[config.mk]
export PLATFORM = sky130hd
export DESIGN_NAME = ccom_override
export DESIGN_NICKNAME = d
export VERILOG_FILES = /design/src/logic/ccom_pkg.sv /design/src/logic/ccom_override.sv
export VERILOG_INCLUDE_DIRS = /design/src /design/src/logic
export SDC_FILE = /design/constraint.sdc
export NUM_CORES = 1
export LEC_CHECK = 0
export BUFFER_PORTS_ARGS = -buffer_cell sky130_fd_sc_hd__buf_4
export CAP_MARGIN = 20
export CORE_ASPECT_RATIO = 1.4
export CORE_UTILIZATION = 61
export CTS_CLUSTER_SIZE = 16
export DETAILED_ROUTE_END_ITERATION = 8
export PLACE_DENSITY_LB_ADDON = 0.1
export REMOVE_ABC_BUFFERS = 1
export SLEW_MARGIN = 15
export SYNTH_ARGS = -nofsm -noshare
export SYNTH_HDL_FRONTEND = slang
export SYNTH_SLANG_ARGS = --single-unit
[constraint.sdc]
create_clock -name clk -period 6.39 [get_ports clk]
set_input_delay 0.639 -clock clk [delete_from_list [all_inputs] [get_ports clk]]
set_output_delay 0.639 -clock clk [all_outputs]
set_load 0.01 [all_outputs]
[src/logic/ccom_params.svh]
/*
  Constants of the counter control override block: register offsets,
  field positions, reset values and timing counts.
  Assumes a 100 MHz module clock and APB access with 32-bit data.
*/
// Contract
// [RQ1] Override settings apply only while the master override bit is one; code gates only the select and frequency bits.
// [RQ2] Two select bits per external pin; pins a0/a1 feed A, b0/b1 feed B.
// [RQ3] Pin code 00 latch, 01 clear, 10 enable, 11 load; else ladder bit.
// [RQ4] Both pins on same nonzero code force that control low.
// [RQ5] Counter B uses identical mapping with its own pins and ladder bits.
// [RQ6] Frequency bits: 00 totalizer, A only, B only, both alternate.
// [RQ7] Filter code: 00 1MHz, 01 100KHz, high bit set 10KHz.
// [RQ8] Two threshold bits pass to the comparator as a code.
// [RQ9] Trigger rising edge starts one-shot; ignored while pulse runs.
// [RQ10] Mode bit set selects one-shot, clear runs continuous PWM.
// [RQ11] Times count in 100ns units, times 16 when prescale set.
// [RQ12] Route bit set drives output 1 from generator A, else ladder bit.
// [RQ13] Channel B mirrors A with its own bits onto output 4.
// [RQ14] Ladder keeps A high word no longer than A period word.
// [RQ15] Ladder keeps B high word no longer than B period word.
// [RQ16] Live PWM A and B levels are readable status bits.
// [RQ17] Ladder bits and pins are synchronised; edges compare successive samples.
`ifndef CCOM_PARAMS_SVH
`define CCOM_PARAMS_SVH
`define CCOM_ADDR_CTRL 12'h000
`define CCOM_ADDR_PULSE 12'h004
`define CCOM_ADDR_A_PERIOD 12'h008
`define CCOM_ADDR_A_HIGH 12'h00C
`define CCOM_ADDR_B_PERIOD 12'h010
`define CCOM_ADDR_B_HIGH 12'h014
`define CCOM_ADDR_STATUS 12'h018
// CTRL fields
`define CCOM_F_OVERRIDE 0
`define CCOM_F_FREQ_A 1
`define CCOM_F_FREQ_B 2
`define CCOM_F_LADDER_A 4
`define CCOM_F_LADDER_B 8
`define CCOM_F_SEL_A 12
`define CCOM_F_SEL_B 16
`define CCOM_F_THRESH 20
`define CCOM_F_FILTER 22
// PULSE fields, per channel base 0 (A) and 8 (B)
`define CCOM_F_TRIG 0
`define CCOM_F_MODE 1
`define CCOM_F_PRESC 2
`define CCOM_F_ROUTE 3
`define CCOM_F_LOUT 4
`define CCOM_CH_STRIDE 8
`define CCOM_RST_WORD 32'h0000_0000
`define CCOM_UNIT_NS 100
`define CCOM_CLK_NS 10
`define CCOM_UNIT_CYC (`CCOM_UNIT_NS / `CCOM_CLK_NS)
`define CCOM_PRESC_MUL 16
`endif

[src/logic/ccom_pkg.sv]
/*
  Types of the counter control override block.
  Assumes ccom_params.svh for constants.
*/
package ccom_pkg;
  typedef struct packed {
    logic load;
    logic enable;
    logic clear;
    logic latch;
  } ccom_ctrl_t;
  typedef enum logic [3:0] {
    CCOM_FREQ_TOTAL = 4'b0001,
    CCOM_FREQ_A = 4'b0010,
    CCOM_FREQ_B = 4'b0100,
    CCOM_FREQ_ALT = 4'b1000
  } ccom_freq_t;
  typedef enum logic [2:0] {
    CCOM_FLT_1MHZ = 3'b001,
    CCOM_FLT_100KHZ = 3'b010,
    CCOM_FLT_10KHZ = 3'b100
  } ccom_filt_t;
  typedef enum logic [2:0] {
    CCOM_PG_PWM = 3'b001,
    CCOM_PG_IDLE = 3'b010,
    CCOM_PG_SHOT = 3'b100
  } ccom_pg_t;
  typedef struct packed {
    ccom_pg_t st;
    logic [15:0] cnt;
    logic [7:0] pre;
    logic out;
    logic trig_q;
  } ccom_gen_t;
  typedef struct packed {
    logic [31:0] ctrl;
    logic [31:0] pulse;
    logic [15:0] per_a;
    logic [15:0] hi_a;
    logic [15:0] per_b;
    logic [15:0] hi_b;
  } ccom_regs_t;
  typedef struct packed {
    logic [31:0] prdata;
    logic pready;
    logic pslverr;
  } ccom_apb_rsp_t;
endpackage

[src/logic/ccom_override.sv]
/*
  Runtime override map for a dual counter with two pulse generators.
  Registers over APB; pins arrive asynchronously and are synchronised.
*/
`timescale 1ns/1ps
`include "ccom_params.svh"
module ccom_override #(
  parameter int PW = 16
) (
  // Clock and reset
  input wire logic clk,
  input wire logic reset_n,
  // APB slave
  input wire logic psel,
  input wire logic penable,
  input wire logic pwrite,
  input wire logic [11:0] paddr,
  input wire logic [31:0] pwdata,
  output ccom_pkg::ccom_apb_rsp_t apb_rsp,
  // External control pins
  input wire logic ext_ctrl_pin_a0,
  input wire logic ext_ctrl_pin_a1,
  input wire logic ext_ctrl_pin_b0,
  input wire logic ext_ctrl_pin_b1,
  // Stored power-up configuration
  input wire logic [3:0] cfg_sel_a,
  input wire logic [3:0] cfg_sel_b,
  input wire logic [1:0] cfg_freq,
  // Counter controls and conditioning
  output ccom_pkg::ccom_ctrl_t ctrl_a,
  output ccom_pkg::ccom_ctrl_t ctrl_b,
  output ccom_pkg::ccom_freq_t freq_mode,
  output ccom_pkg::ccom_filt_t filter_mode,
  output logic [1:0] threshold_code,
  // Outputs
  output logic out1,
  output logic out4
);
  import ccom_pkg::*;

  // Counter width is fixed by the 16-bit period and high words
  if (PW != 16) begin : g_pw_check
    $error("ccom_override: PW must be 16");
  end

  typedef struct packed {
    ccom_regs_t r;
    ccom_apb_rsp_t rsp;
    logic [3:0] pin_m;
    logic [3:0] pin_s;
    ccom_gen_t ga;
    ccom_gen_t gb;
    ccom_ctrl_t ca;
    ccom_ctrl_t cb;
    ccom_freq_t fm;
    ccom_filt_t flt;
    logic [1:0] thr;
    logic o1;
    logic o4;
  } st_t;

  st_t s_q, s_d;

  // Pin mapping for one counter
  function automatic ccom_ctrl_t map_ctrl(input logic [3:0] sel, input logic [3:0] lad,
                                          input logic p0, input logic p1);
    logic [3:0] v;
    v = lad; // [RQ3]
    for (int c = 0; c < 4; c++) begin
      if (sel[3:2] == c[1:0] && sel[1:0] == c[1:0] && sel != 4'h0) begin
        v[c] = 1'b0; // [RQ4]
      end else if (sel != 4'h0) begin
        if (sel[3:2] == c[1:0]) v[c] = p0; // [RQ2]
        if (sel[1:0] == c[1:0]) v[c] = p1;
      end
    end
    // v index: 0 latch, 1 clear, 2 enable, 3 load
    map_ctrl = '{load: v[3], enable: v[2], clear: v[1], latch: v[0]};
  endfunction

  // One pulse generator step
  function automatic ccom_gen_t gen_step(input ccom_gen_t g, input logic [7:0] bits,
                                         input logic [15:0] per, input logic [15:0] hi);
    ccom_gen_t n;
    logic [7:0] lim;
    logic tick;
    n = g;
    lim = bits[`CCOM_F_PRESC] ? 8'(`CCOM_UNIT_CYC * `CCOM_PRESC_MUL - 1)
                              : 8'(`CCOM_UNIT_CYC - 1); // [RQ11]
    tick = (g.pre >= lim);
    n.pre = tick ? 8'h00 : g.pre + 8'h01;
    n.trig_q = bits[`CCOM_F_TRIG]; // [RQ17]
    case (g.st)
      CCOM_PG_PWM: begin
        if (bits[`CCOM_F_MODE]) begin
          n.st = CCOM_PG_IDLE; // [RQ10]
          n.out = 1'b0;
        end else if (tick) begin
          n.cnt = (g.cnt + 16'h0001 >= per) ? 16'h0000 : g.cnt + 16'h0001;
          n.out = (n.cnt < hi);
        end
      end
      CCOM_PG_IDLE: begin
        n.out = 1'b0;
        if (!bits[`CCOM_F_MODE]) begin
          n.st = CCOM_PG_PWM;
          n.cnt = 16'h0000;
        end else if (bits[`CCOM_F_TRIG] && !g.trig_q && hi != 16'h0000) begin
          n.st = CCOM_PG_SHOT; // [RQ9]
          n.cnt = 16'h0000;
          n.pre = 8'h00;
          n.out = 1'b1;
        end
      end
      CCOM_PG_SHOT: begin
        if (tick) begin
          n.cnt = g.cnt + 16'h0001;
          if (g.cnt + 16'h0001 >= hi) begin
            n.st = CCOM_PG_IDLE; // [RQ9]
            n.out = 1'b0;
          end
        end
      end
      default: n.st = CCOM_PG_IDLE;
    endcase
    gen_step = n;
  endfunction

  logic wr_en;
  logic rd_en;
  assign wr_en = psel && penable && pwrite;
  assign rd_en = psel && !penable && !pwrite;

  always_comb begin
    logic ovr;
    logic [3:0] sa;
    logic [3:0] sb;
    logic [1:0] fq;
    logic [31:0] rd;
    ovr = 1'b0;
    sa = 4'h0;
    sb = 4'h0;
    fq = 2'b00;
    rd = 32'h0000_0000;
    s_d = s_q;
    s_d.pin_m = {ext_ctrl_pin_b1, ext_ctrl_pin_b0, ext_ctrl_pin_a1, ext_ctrl_pin_a0}; // [RQ17]
    s_d.pin_s = s_q.pin_m;
    s_d.rsp.pready = 1'b1;
    s_d.rsp.pslverr = 1'b0;
    if (wr_en) begin
      if (paddr == `CCOM_ADDR_CTRL) begin
        s_d.r.ctrl = pwdata;
      end else if (paddr == `CCOM_ADDR_PULSE) begin
        s_d.r.pulse = pwdata;
      end else if (paddr == `CCOM_ADDR_A_PERIOD) begin
        s_d.r.per_a = pwdata[15:0];
      end else if (paddr == `CCOM_ADDR_A_HIGH) begin
        s_d.r.hi_a = pwdata[15:0];
      end else if (paddr == `CCOM_ADDR_B_PERIOD) begin
        s_d.r.per_b = pwdata[15:0];
      end else if (paddr == `CCOM_ADDR_B_HIGH) begin
        s_d.r.hi_b = pwdata[15:0];
      end else if (paddr != `CCOM_ADDR_STATUS) begin
        s_d.rsp.pslverr = 1'b1;
      end
    end
    if (rd_en) begin
      if (paddr == `CCOM_ADDR_CTRL) begin
        rd = s_q.r.ctrl;
      end else if (paddr == `CCOM_ADDR_PULSE) begin
        rd = s_q.r.pulse;
      end else if (paddr == `CCOM_ADDR_A_PERIOD) begin
        rd = {16'h0000, s_q.r.per_a};
      end else if (paddr == `CCOM_ADDR_A_HIGH) begin
        rd = {16'h0000, s_q.r.hi_a};
      end else if (paddr == `CCOM_ADDR_B_PERIOD) begin
        rd = {16'h0000, s_q.r.per_b};
      end else if (paddr == `CCOM_ADDR_B_HIGH) begin
        rd = {16'h0000, s_q.r.hi_b};
      end else if (paddr == `CCOM_ADDR_STATUS) begin
        rd = {30'h0000_0000, s_q.gb.out, s_q.ga.out}; // [RQ16]
      end
      s_d.rsp.prdata = rd;
    end
    // Override or stored configuration
    ovr = s_q.r.ctrl[`CCOM_F_OVERRIDE];
    sa = ovr ? s_q.r.ctrl[`CCOM_F_SEL_A +: 4] : cfg_sel_a; // [RQ1]
    sb = ovr ? s_q.r.ctrl[`CCOM_F_SEL_B +: 4] : cfg_sel_b;
    fq = ovr ? s_q.r.ctrl[`CCOM_F_FREQ_A +: 2] : cfg_freq;
    s_d.ca = map_ctrl(sa, s_q.r.ctrl[`CCOM_F_LADDER_A +: 4], s_q.pin_s[0], s_q.pin_s[1]); // [RQ3]
    s_d.cb = map_ctrl(sb, s_q.r.ctrl[`CCOM_F_LADDER_B +: 4], s_q.pin_s[2], s_q.pin_s[3]); // [RQ5]
    case (fq)
      2'b00: s_d.fm = CCOM_FREQ_TOTAL; // [RQ6]
      2'b01: s_d.fm = CCOM_FREQ_A;
      2'b10: s_d.fm = CCOM_FREQ_B;
      default: s_d.fm = CCOM_FREQ_ALT;
    endcase
    if (s_q.r.ctrl[`CCOM_F_FILTER + 1]) begin
      s_d.flt = CCOM_FLT_10KHZ; // [RQ7]
    end else if (s_q.r.ctrl[`CCOM_F_FILTER]) begin
      s_d.flt = CCOM_FLT_100KHZ;
    end else begin
      s_d.flt = CCOM_FLT_1MHZ;
    end
    s_d.thr = s_q.r.ctrl[`CCOM_F_THRESH +: 2]; // [RQ8]
    s_d.ga = gen_step(s_q.ga, s_q.r.pulse[7:0], s_q.r.per_a, s_q.r.hi_a);
    s_d.gb = gen_step(s_q.gb, s_q.r.pulse[15:8], s_q.r.per_b, s_q.r.hi_b); // [RQ13]
    s_d.o1 = s_q.r.pulse[`CCOM_F_ROUTE] ? s_q.ga.out : s_q.r.pulse[`CCOM_F_LOUT]; // [RQ12]
    s_d.o4 = s_q.r.pulse[`CCOM_CH_STRIDE + `CCOM_F_ROUTE] ? s_q.gb.out
           : s_q.r.pulse[`CCOM_CH_STRIDE + `CCOM_F_LOUT]; // [RQ13]
  end

  always_ff @(posedge clk or negedge reset_n) begin
    if (!reset_n) begin
      s_q <= '0;
      s_q.ga.st <= CCOM_PG_PWM;
      s_q.gb.st <= CCOM_PG_PWM;
      s_q.fm <= CCOM_FREQ_TOTAL;
      s_q.flt <= CCOM_FLT_1MHZ;
    end else begin
      s_q <= s_d;
    end
  end

  assign apb_rsp = s_q.rsp;
  assign ctrl_a = s_q.ca;
  assign ctrl_b = s_q.cb;
  assign freq_mode = s_q.fm;
  assign filter_mode = s_q.flt;
  assign threshold_code = s_q.thr;
  assign out1 = s_q.o1;
  assign out4 = s_q.o4;
endmodule // ccom_override

==> results of run 1 <==
## worst paths after layout
check | start | end | slack [ns] | cells after the start
worst max register to register | s_q[29] | s_q[20] | 1.35 | 20
worst max-delay path | s_q[29] | s_q[20] | 1.35 | 20
worst min register to register | s_d[79] | s_q[79] | 0.35 | 0
worst min-delay path | reset_n | apb_rsp[23] | 0.19 | 1
min in group clk | ext_ctrl_pin_a0 | s_d[77] | 0.21 | 1
max in group asynchronous | reset_n | s_q[73] | 5.00 | 2
## logic make-up after synthesis
logic type,count (synthesis),synth area share
buffers and inverters,191,0.0689
AO/OA/AOI/OAI,321,0.144
AND/OR/NAND/NOR,415,0.144
other,1,0.000262
adder cells (fa/ha/maj),106,0.0927
flip-flops,247,0.432
multiplexers,118,0.0920
XOR/XNOR,42,0.0257
## stage by stage
| step | std cells | utilization | hold WS [ns] | total power, mW |
|---|---|---|---|---|
| 6_report | 1813 | 0.689 | 0.193 | 3.82 |
| 3_3_place_gp | 1766 | 0.650 | 0.333 | 2.26 |
| 5_1_grt | 1813 | 0.689 | 0.198 | 3.98 |
| 3_5_place_dp | 1766 | 0.650 | 0.338 | 2.27 |
| 4_1_cts | 1812 | 0.688 | 0.200 | 3.85 |
| 2_1_floorplan | 1336 | - | 0.331 | 2.06 |
## flip-flops by register name, indices dropped and copies added, names as in the netlist, 2 cells and up
signal / flops
ctrl_a: 4
filter_mode: 3
apb_rsp: 34
s_d: 8
s_q: 186
freq_mode: 4
threshold_code: 2
ctrl_b: 4
## power by group through the flow
stage          Sequential (mW)  Clock [mW]  Combinational [mW]
2_1_floorplan             1.73           0               0.325
3_3_place_gp              1.75           0               0.506
3_5_place_dp              1.75           0               0.519
4_1_cts                   1.73        1.61               0.522
5_1_grt                   1.74        1.67               0.576
6_report                  1.73        1.58               0.515
## placed cells by master, fill, tap and decap left out, types with 7 or more instances in the layout
master	count
nor2_1	76
buf_4	122
xor2_1	22
a21o_1	13
xnor2_1	20
nand4_1	13
o211ai_1	7
nand2b_1	20
a21oi_2	7
a211oi_1	8
o21ai_1	8
a31oi_1	22
nand3_1	51
nand2_1	144
mux2i_1	10
a22oi_1	30
ha_1	106
clkbuf_16	25
nor4_1	11
mux2_2	108
nor2b_1	38
dfrtp_1	243
o21ai_0	104
nor3_1	13
a21oi_1	54
and3_1	15
a22o_1	18
inv_1	86
## area by class of cell
cell class | count | area share
flip-flops and latches | 247 | 0.388
multi-input cells | 1003 | 0.451
well taps | 306 | 0.0240
inverters | 86 | 0.0203
clock inverters | 14 | 0.0130
repair buffers | 125 | 0.0614
clock buffers | 32 | 0.0422
## metal layers
metal | up-vias | part of all wire | track usage
met2 | 249 | 0.54 | 0.565
met5 | - | 0 | 0
met3 | 86 | 0.035 | 0.0299
met1 | 5448 | 0.38 | 0.331
met4 | 0 | 0.042 | 0.145
li1 | 5159 | - | -
## worst max-delay path, delay by kind of cell (launching register included)
kind / cells / cell delay, ns
XOR/XNOR: 1 / 0.37
flip-flops: 1 / 0.47
AO/OA/AOI/OAI: 4 / 0.70
AND/OR/NAND/NOR: 11 / 2.49
multiplexers: 1 / 0.17
adder cells (fa/ha/maj): 3 / 0.78
==> impl_metrics.ini, run 1 <==
[run_status]
outcome = finished, final reports clean

[timing]
hold_viol_final = 0
finalSetupTns_ns = 0
fmax_ghz = 0.198
finClkSkew_ns = 0.00835
setup_viol_count_final = 0
rsz0062_at_grt = false
worst_slack_ns = 1.35
relSlewSlack = 0.281
fin_crit_sh = 0.789
drv_slew = 0
fin_crit_ns = 5.04
tightest_slew_ns = 1.08

[die]
rows = 66
die_x_um = 131
coreArea_um2 = 23100
die_area_um2 = 24100
chipHeight_um = 183
start_util = 0.619
num_io_pins = 116

[clocking]
ctsResizeCount = 0
cts_hold_repair.buffers = 0
cts_tree = built
clock_path_buffers = 3
post_cts_buffers = 0
clkTransAtPathRegs_ns = 0.07
root_buffer = clkbuf_16
clk_latency_ns = 0.53
htree_levels = 1
cts.sinks = 247
cts-buffers-inserted = 25

[yosys]
synth-main-ff-cell = dfrtp_1
synth_edf_count = 0
ys_seq_elements = 247
yosys.area.top_type = dfrtp_1
synth_warnings = 0
syn-instance-count = 1441
yosys-top-cells-count = dfrtp_1, nand2_1, mux2_2
synth_area_leaders = dfrtp_1, ha_1, mux2_2, nand2_1, o21ai_0
synthDistinctLibCells = 78
seq_area_frac_synth = 0.432
syn_area_um2 = 14300
async_flop_share = 1.00
yosysMostFrequentCell = dfrtp_1
post-synth-top-area-fraction = 0.425
synth.avg_cell_area_um2 = 9.93

[pwr]
internal_power_mw = 2.81
seq_power_share = 0.452
powerDensity_nw_per_um2 = 240
sw_frac_of_total = 0.263
p_comb_frac = 0.135
leakage_nw = 7.86
switching_power_mw = 1.00
p_clk_frac = 0.413
ir_drop_v = 0.000253

[run]
maxCapViolations = 0

[cells_and_area]
fillCellCount = 1844
diodes = 0
seq_area_um2 = 6190
final_nets = 1657
post-route-cell-area_um2 = 15900
multi_input_area_um2 = 7180
synthToLayoutAreaGrowth_pct = 11.3
drive_above_1_share = 0.204

[detailed_routing]
final_antenna_net_count = 0
first_pass_iters = 5
drt_iter0_markers = 739
viasPerCell = 6.04
wl_um = 35200
drcViolationCount = 0
num_vias = 10900
avgRoutedWirePerCell_um = 19.4

[grt]
antenna_found_initial = 0
grt_usage = 0.298
grt_max_degree = 130
overflow = 0
grt_pass1_vias = 11100
grt_first_pass_wirelength_um = 56700

[place]
place.gp.congestion = 0.959
hpwl_um = 25800
io_buffers = 115
post_dp_cell_area_um2 = 15000
preCtsSetupSlack_ns = 1.41

[worst_setup_path]
critPathMaxStageDelay_ns = 0.51
cp.required_ns = 6.86
crit_arrival_ns = 5.51
worstSetupPathType = register to register
crit_path_end_kind = register
slowest_stage = or4b_1
cpMostUsedCell = ha_1
path_cells = ha_1, nand2_1, nor2_1, nand3_1, nor2_1, xor2_1, ha_1, nand4_1, nor3_2, or4b_1, nand3_2, nor2b_1, ha_1, a21o_1, a21o_1, a22o_1, nor4_1, nand4_1, o211ai_1, mux2_2
startpoint_type = register
crit_fanout = 17

[hold_path]
worstHoldPathType = input pin to async pin
Power figures use the tool's default switching activity.
==> run 2, diff against run 1 <==
--- a/config.mk
+++ b/config.mk
@@ -9,7 +9,7 @@
 export BUFFER_PORTS_ARGS = -buffer_cell sky130_fd_sc_hd__buf_4
 export CAP_MARGIN = 20
 export CORE_ASPECT_RATIO = 1.4
-export CORE_UTILIZATION = 61
+export CORE_UTILIZATION = 55
 export CTS_CLUSTER_SIZE = 16
 export DETAILED_ROUTE_END_ITERATION = 8
 export PLACE_DENSITY_LB_ADDON = 0.1
==> constraint.sdc (replaced) <==
create_clock -name clk -period 4.45 [get_ports clk]
set_input_delay 0.445 -clock clk [delete_from_list [all_inputs] [get_ports clk]]
set_output_delay 0.445 -clock clk [all_outputs]
set_load 0.01 [all_outputs]
==> run 2 against run 1 <==
Maximum frequency rose by 16%. Sequential share of layout area down 1.6 points. Largest cell class unchanged. The run now ends with DRC left. Largest power group unchanged. Die area increased by 11%. Global-route usage is 1.1 points lower. Cell area is 4.4% higher.
==> impl_metrics.ini, run 2 (synthesis results as in run 1) <==
[cells_and_area]
seq_area_um2 = 6190
synthToLayoutAreaGrowth_pct = 16.2
largest_reg_flops = 186
multi_input_area_um2 = 7320
utilization = 0.653
layout_commonest_cell = dfrtp_1
fillCellCount = 2084
top_register = s_q
drive_above_1_share = 0.248
final_cell_mix = dfrtp_1, buf_4, nand2_1, mux2_2
final_nets = 1718
instances_no_fill = 1889

[clocking]
clock_path_buffers = 3
root_buffer = clkbuf_16
htree_levels = 1
cts-buffers-inserted = 27
clkTransAtPathRegs_ns = 0.06
cts_tree = built
cts.sinks = 247
clk_latency_ns = 0.56

[grt]
antenna_found_initial = 1
grt_usage = 0.287
overflow = 0
grt_first_pass_wirelength_um = 60100
grt_max_degree = 105
grt_pass1_vias = 11400

[timing]
fmax_ghz = 0.231
hold_ws_ns = 0.0748
tightest_slew_ns = 1.09
finClkSkew_ns = 0.0116
fin_crit_sh = 0.974
setup_viol_count_final = 0
fin_crit_ns = 4.34
hold_viol_final = 0
drv_slew = 0
relSlewSlack = 0.274

[pwr]
powerDensity_nw_per_um2 = 341
power_mw = 5.67
leakage_nw = 8.24
ir_drop_v = 0.000343

[die]
coreArea_um2 = 25500
start_util = 0.562
die_area_um2 = 26700
die_x_um = 138
num_io_pins = 116
chipHeight_um = 193
rows = 69

[detailed_routing]
num_vias = 11100
drcViolationCount = 22
wl_um = 37400
avgRoutedWirePerCell_um = 19.8
first_pass_iters = 7
final_antenna_net_count = 0
viasPerCell = 5.88
drt_iter0_markers = 633

[place]
place.gp.congestion = 0.920
hpwl_um = 27300
io_buffers = 115
place_inst = 1827

[worst_setup_path]
critPathBufInv = 1
slowest_stage = or4_1
path_delay_family = simple AND/OR/NAND/NOR gates
critPathMaxStageDelay_ns = 0.52
worstSetupPathType = register to register
crit_arrival_ns = 4.78
crit_fanout = 6
path_cells = ha_2, nand2_2, nor2_4, buf_6, nand3_4, xnor2_4, ha_1, nand2_1, nor3_2, or4b_4, nand3_4, and2b_1, ha_1, o21ai_0, nand2b_1, a21oi_1, or4_1, nand3_1, o211ai_1, mux2_2
crit_path_end_kind = register
startpoint_type = register
cp.required_ns = 4.89

[hold_path]
worstHoldPathType = input pin to register

[run_status]
failed_checks = DRC
outcome = finished, violations left

[run]
maxCapViolations = 0
-- run 2: path summary, 6_finish.rpt --
path,start,cells after the start,end,slack [ns]
min in group asynchronous,reset_n,2,s_q[26],0.50
worst max-delay path,s_q[30],20,s_q[20],0.11
worst min register to register,s_d[78],0,s_q[78],0.35
worst min-delay path,cfg_freq[1],2,freq_mode[0],0.07
max in group asynchronous,reset_n,3,s_q[70],2.79
worst max register to register,s_q[30],20,s_q[20],0.11
-- run 2: what timing repair did --
action / 4_1_cts / 5_1_grt
endpoints found under the hold margin: 103 / 0
endpoints found under the setup margin: 0 / 2
hold buffers: 5 / 0
resized for setup: 0 / 36
buffers inserted: 0 / 7
-- run 2: routing by layer --
| layer | GRT usage | vias to the layer above | part of all wire |
|---|---|---|---|
| met1 | 0.319 | 5493 | 0.39 |
| met4 | 0.125 | 0 | 0.039 |
| met2 | 0.552 | 251 | 0.53 |
| li1 | - | 5289 | - |
| met3 | 0.0328 | 83 | 0.040 |
| met5 | 0 | - | 0 |
-- run 2: report_power, final --
group / switching, mW / internal [mW]
clock network: 0.949 / 1.47
logic: 0.432 / 0.345
registers: 0.125 / 2.35
-- run 2: per-stage QoR --
step           setup TNS [ns]  setup WS (ns)  area [um^2]
2_1_floorplan               0         0.0870        13700
3_3_place_gp                0          0.210        15400
3_5_place_dp                0         0.0869        15400
4_1_cts                     0         0.0507        16400
5_1_grt               -0.0363        -0.0274        16600
6_report                    0          0.114        16600
-- run 2: area by class of cell --
| class | count | area share |
|---|---|---|
| sequential | 247 | 0.372 |
| clock buffer | 39 | 0.0476 |
| antenna | 1 | 0.000150 |
| inverter | 86 | 0.0194 |
| timing repair buffer | 184 | 0.0862 |
| clock inverter | 10 | 0.0103 |
| tap | 319 | 0.0240 |
| multi-input combinational | 1003 | 0.440 |
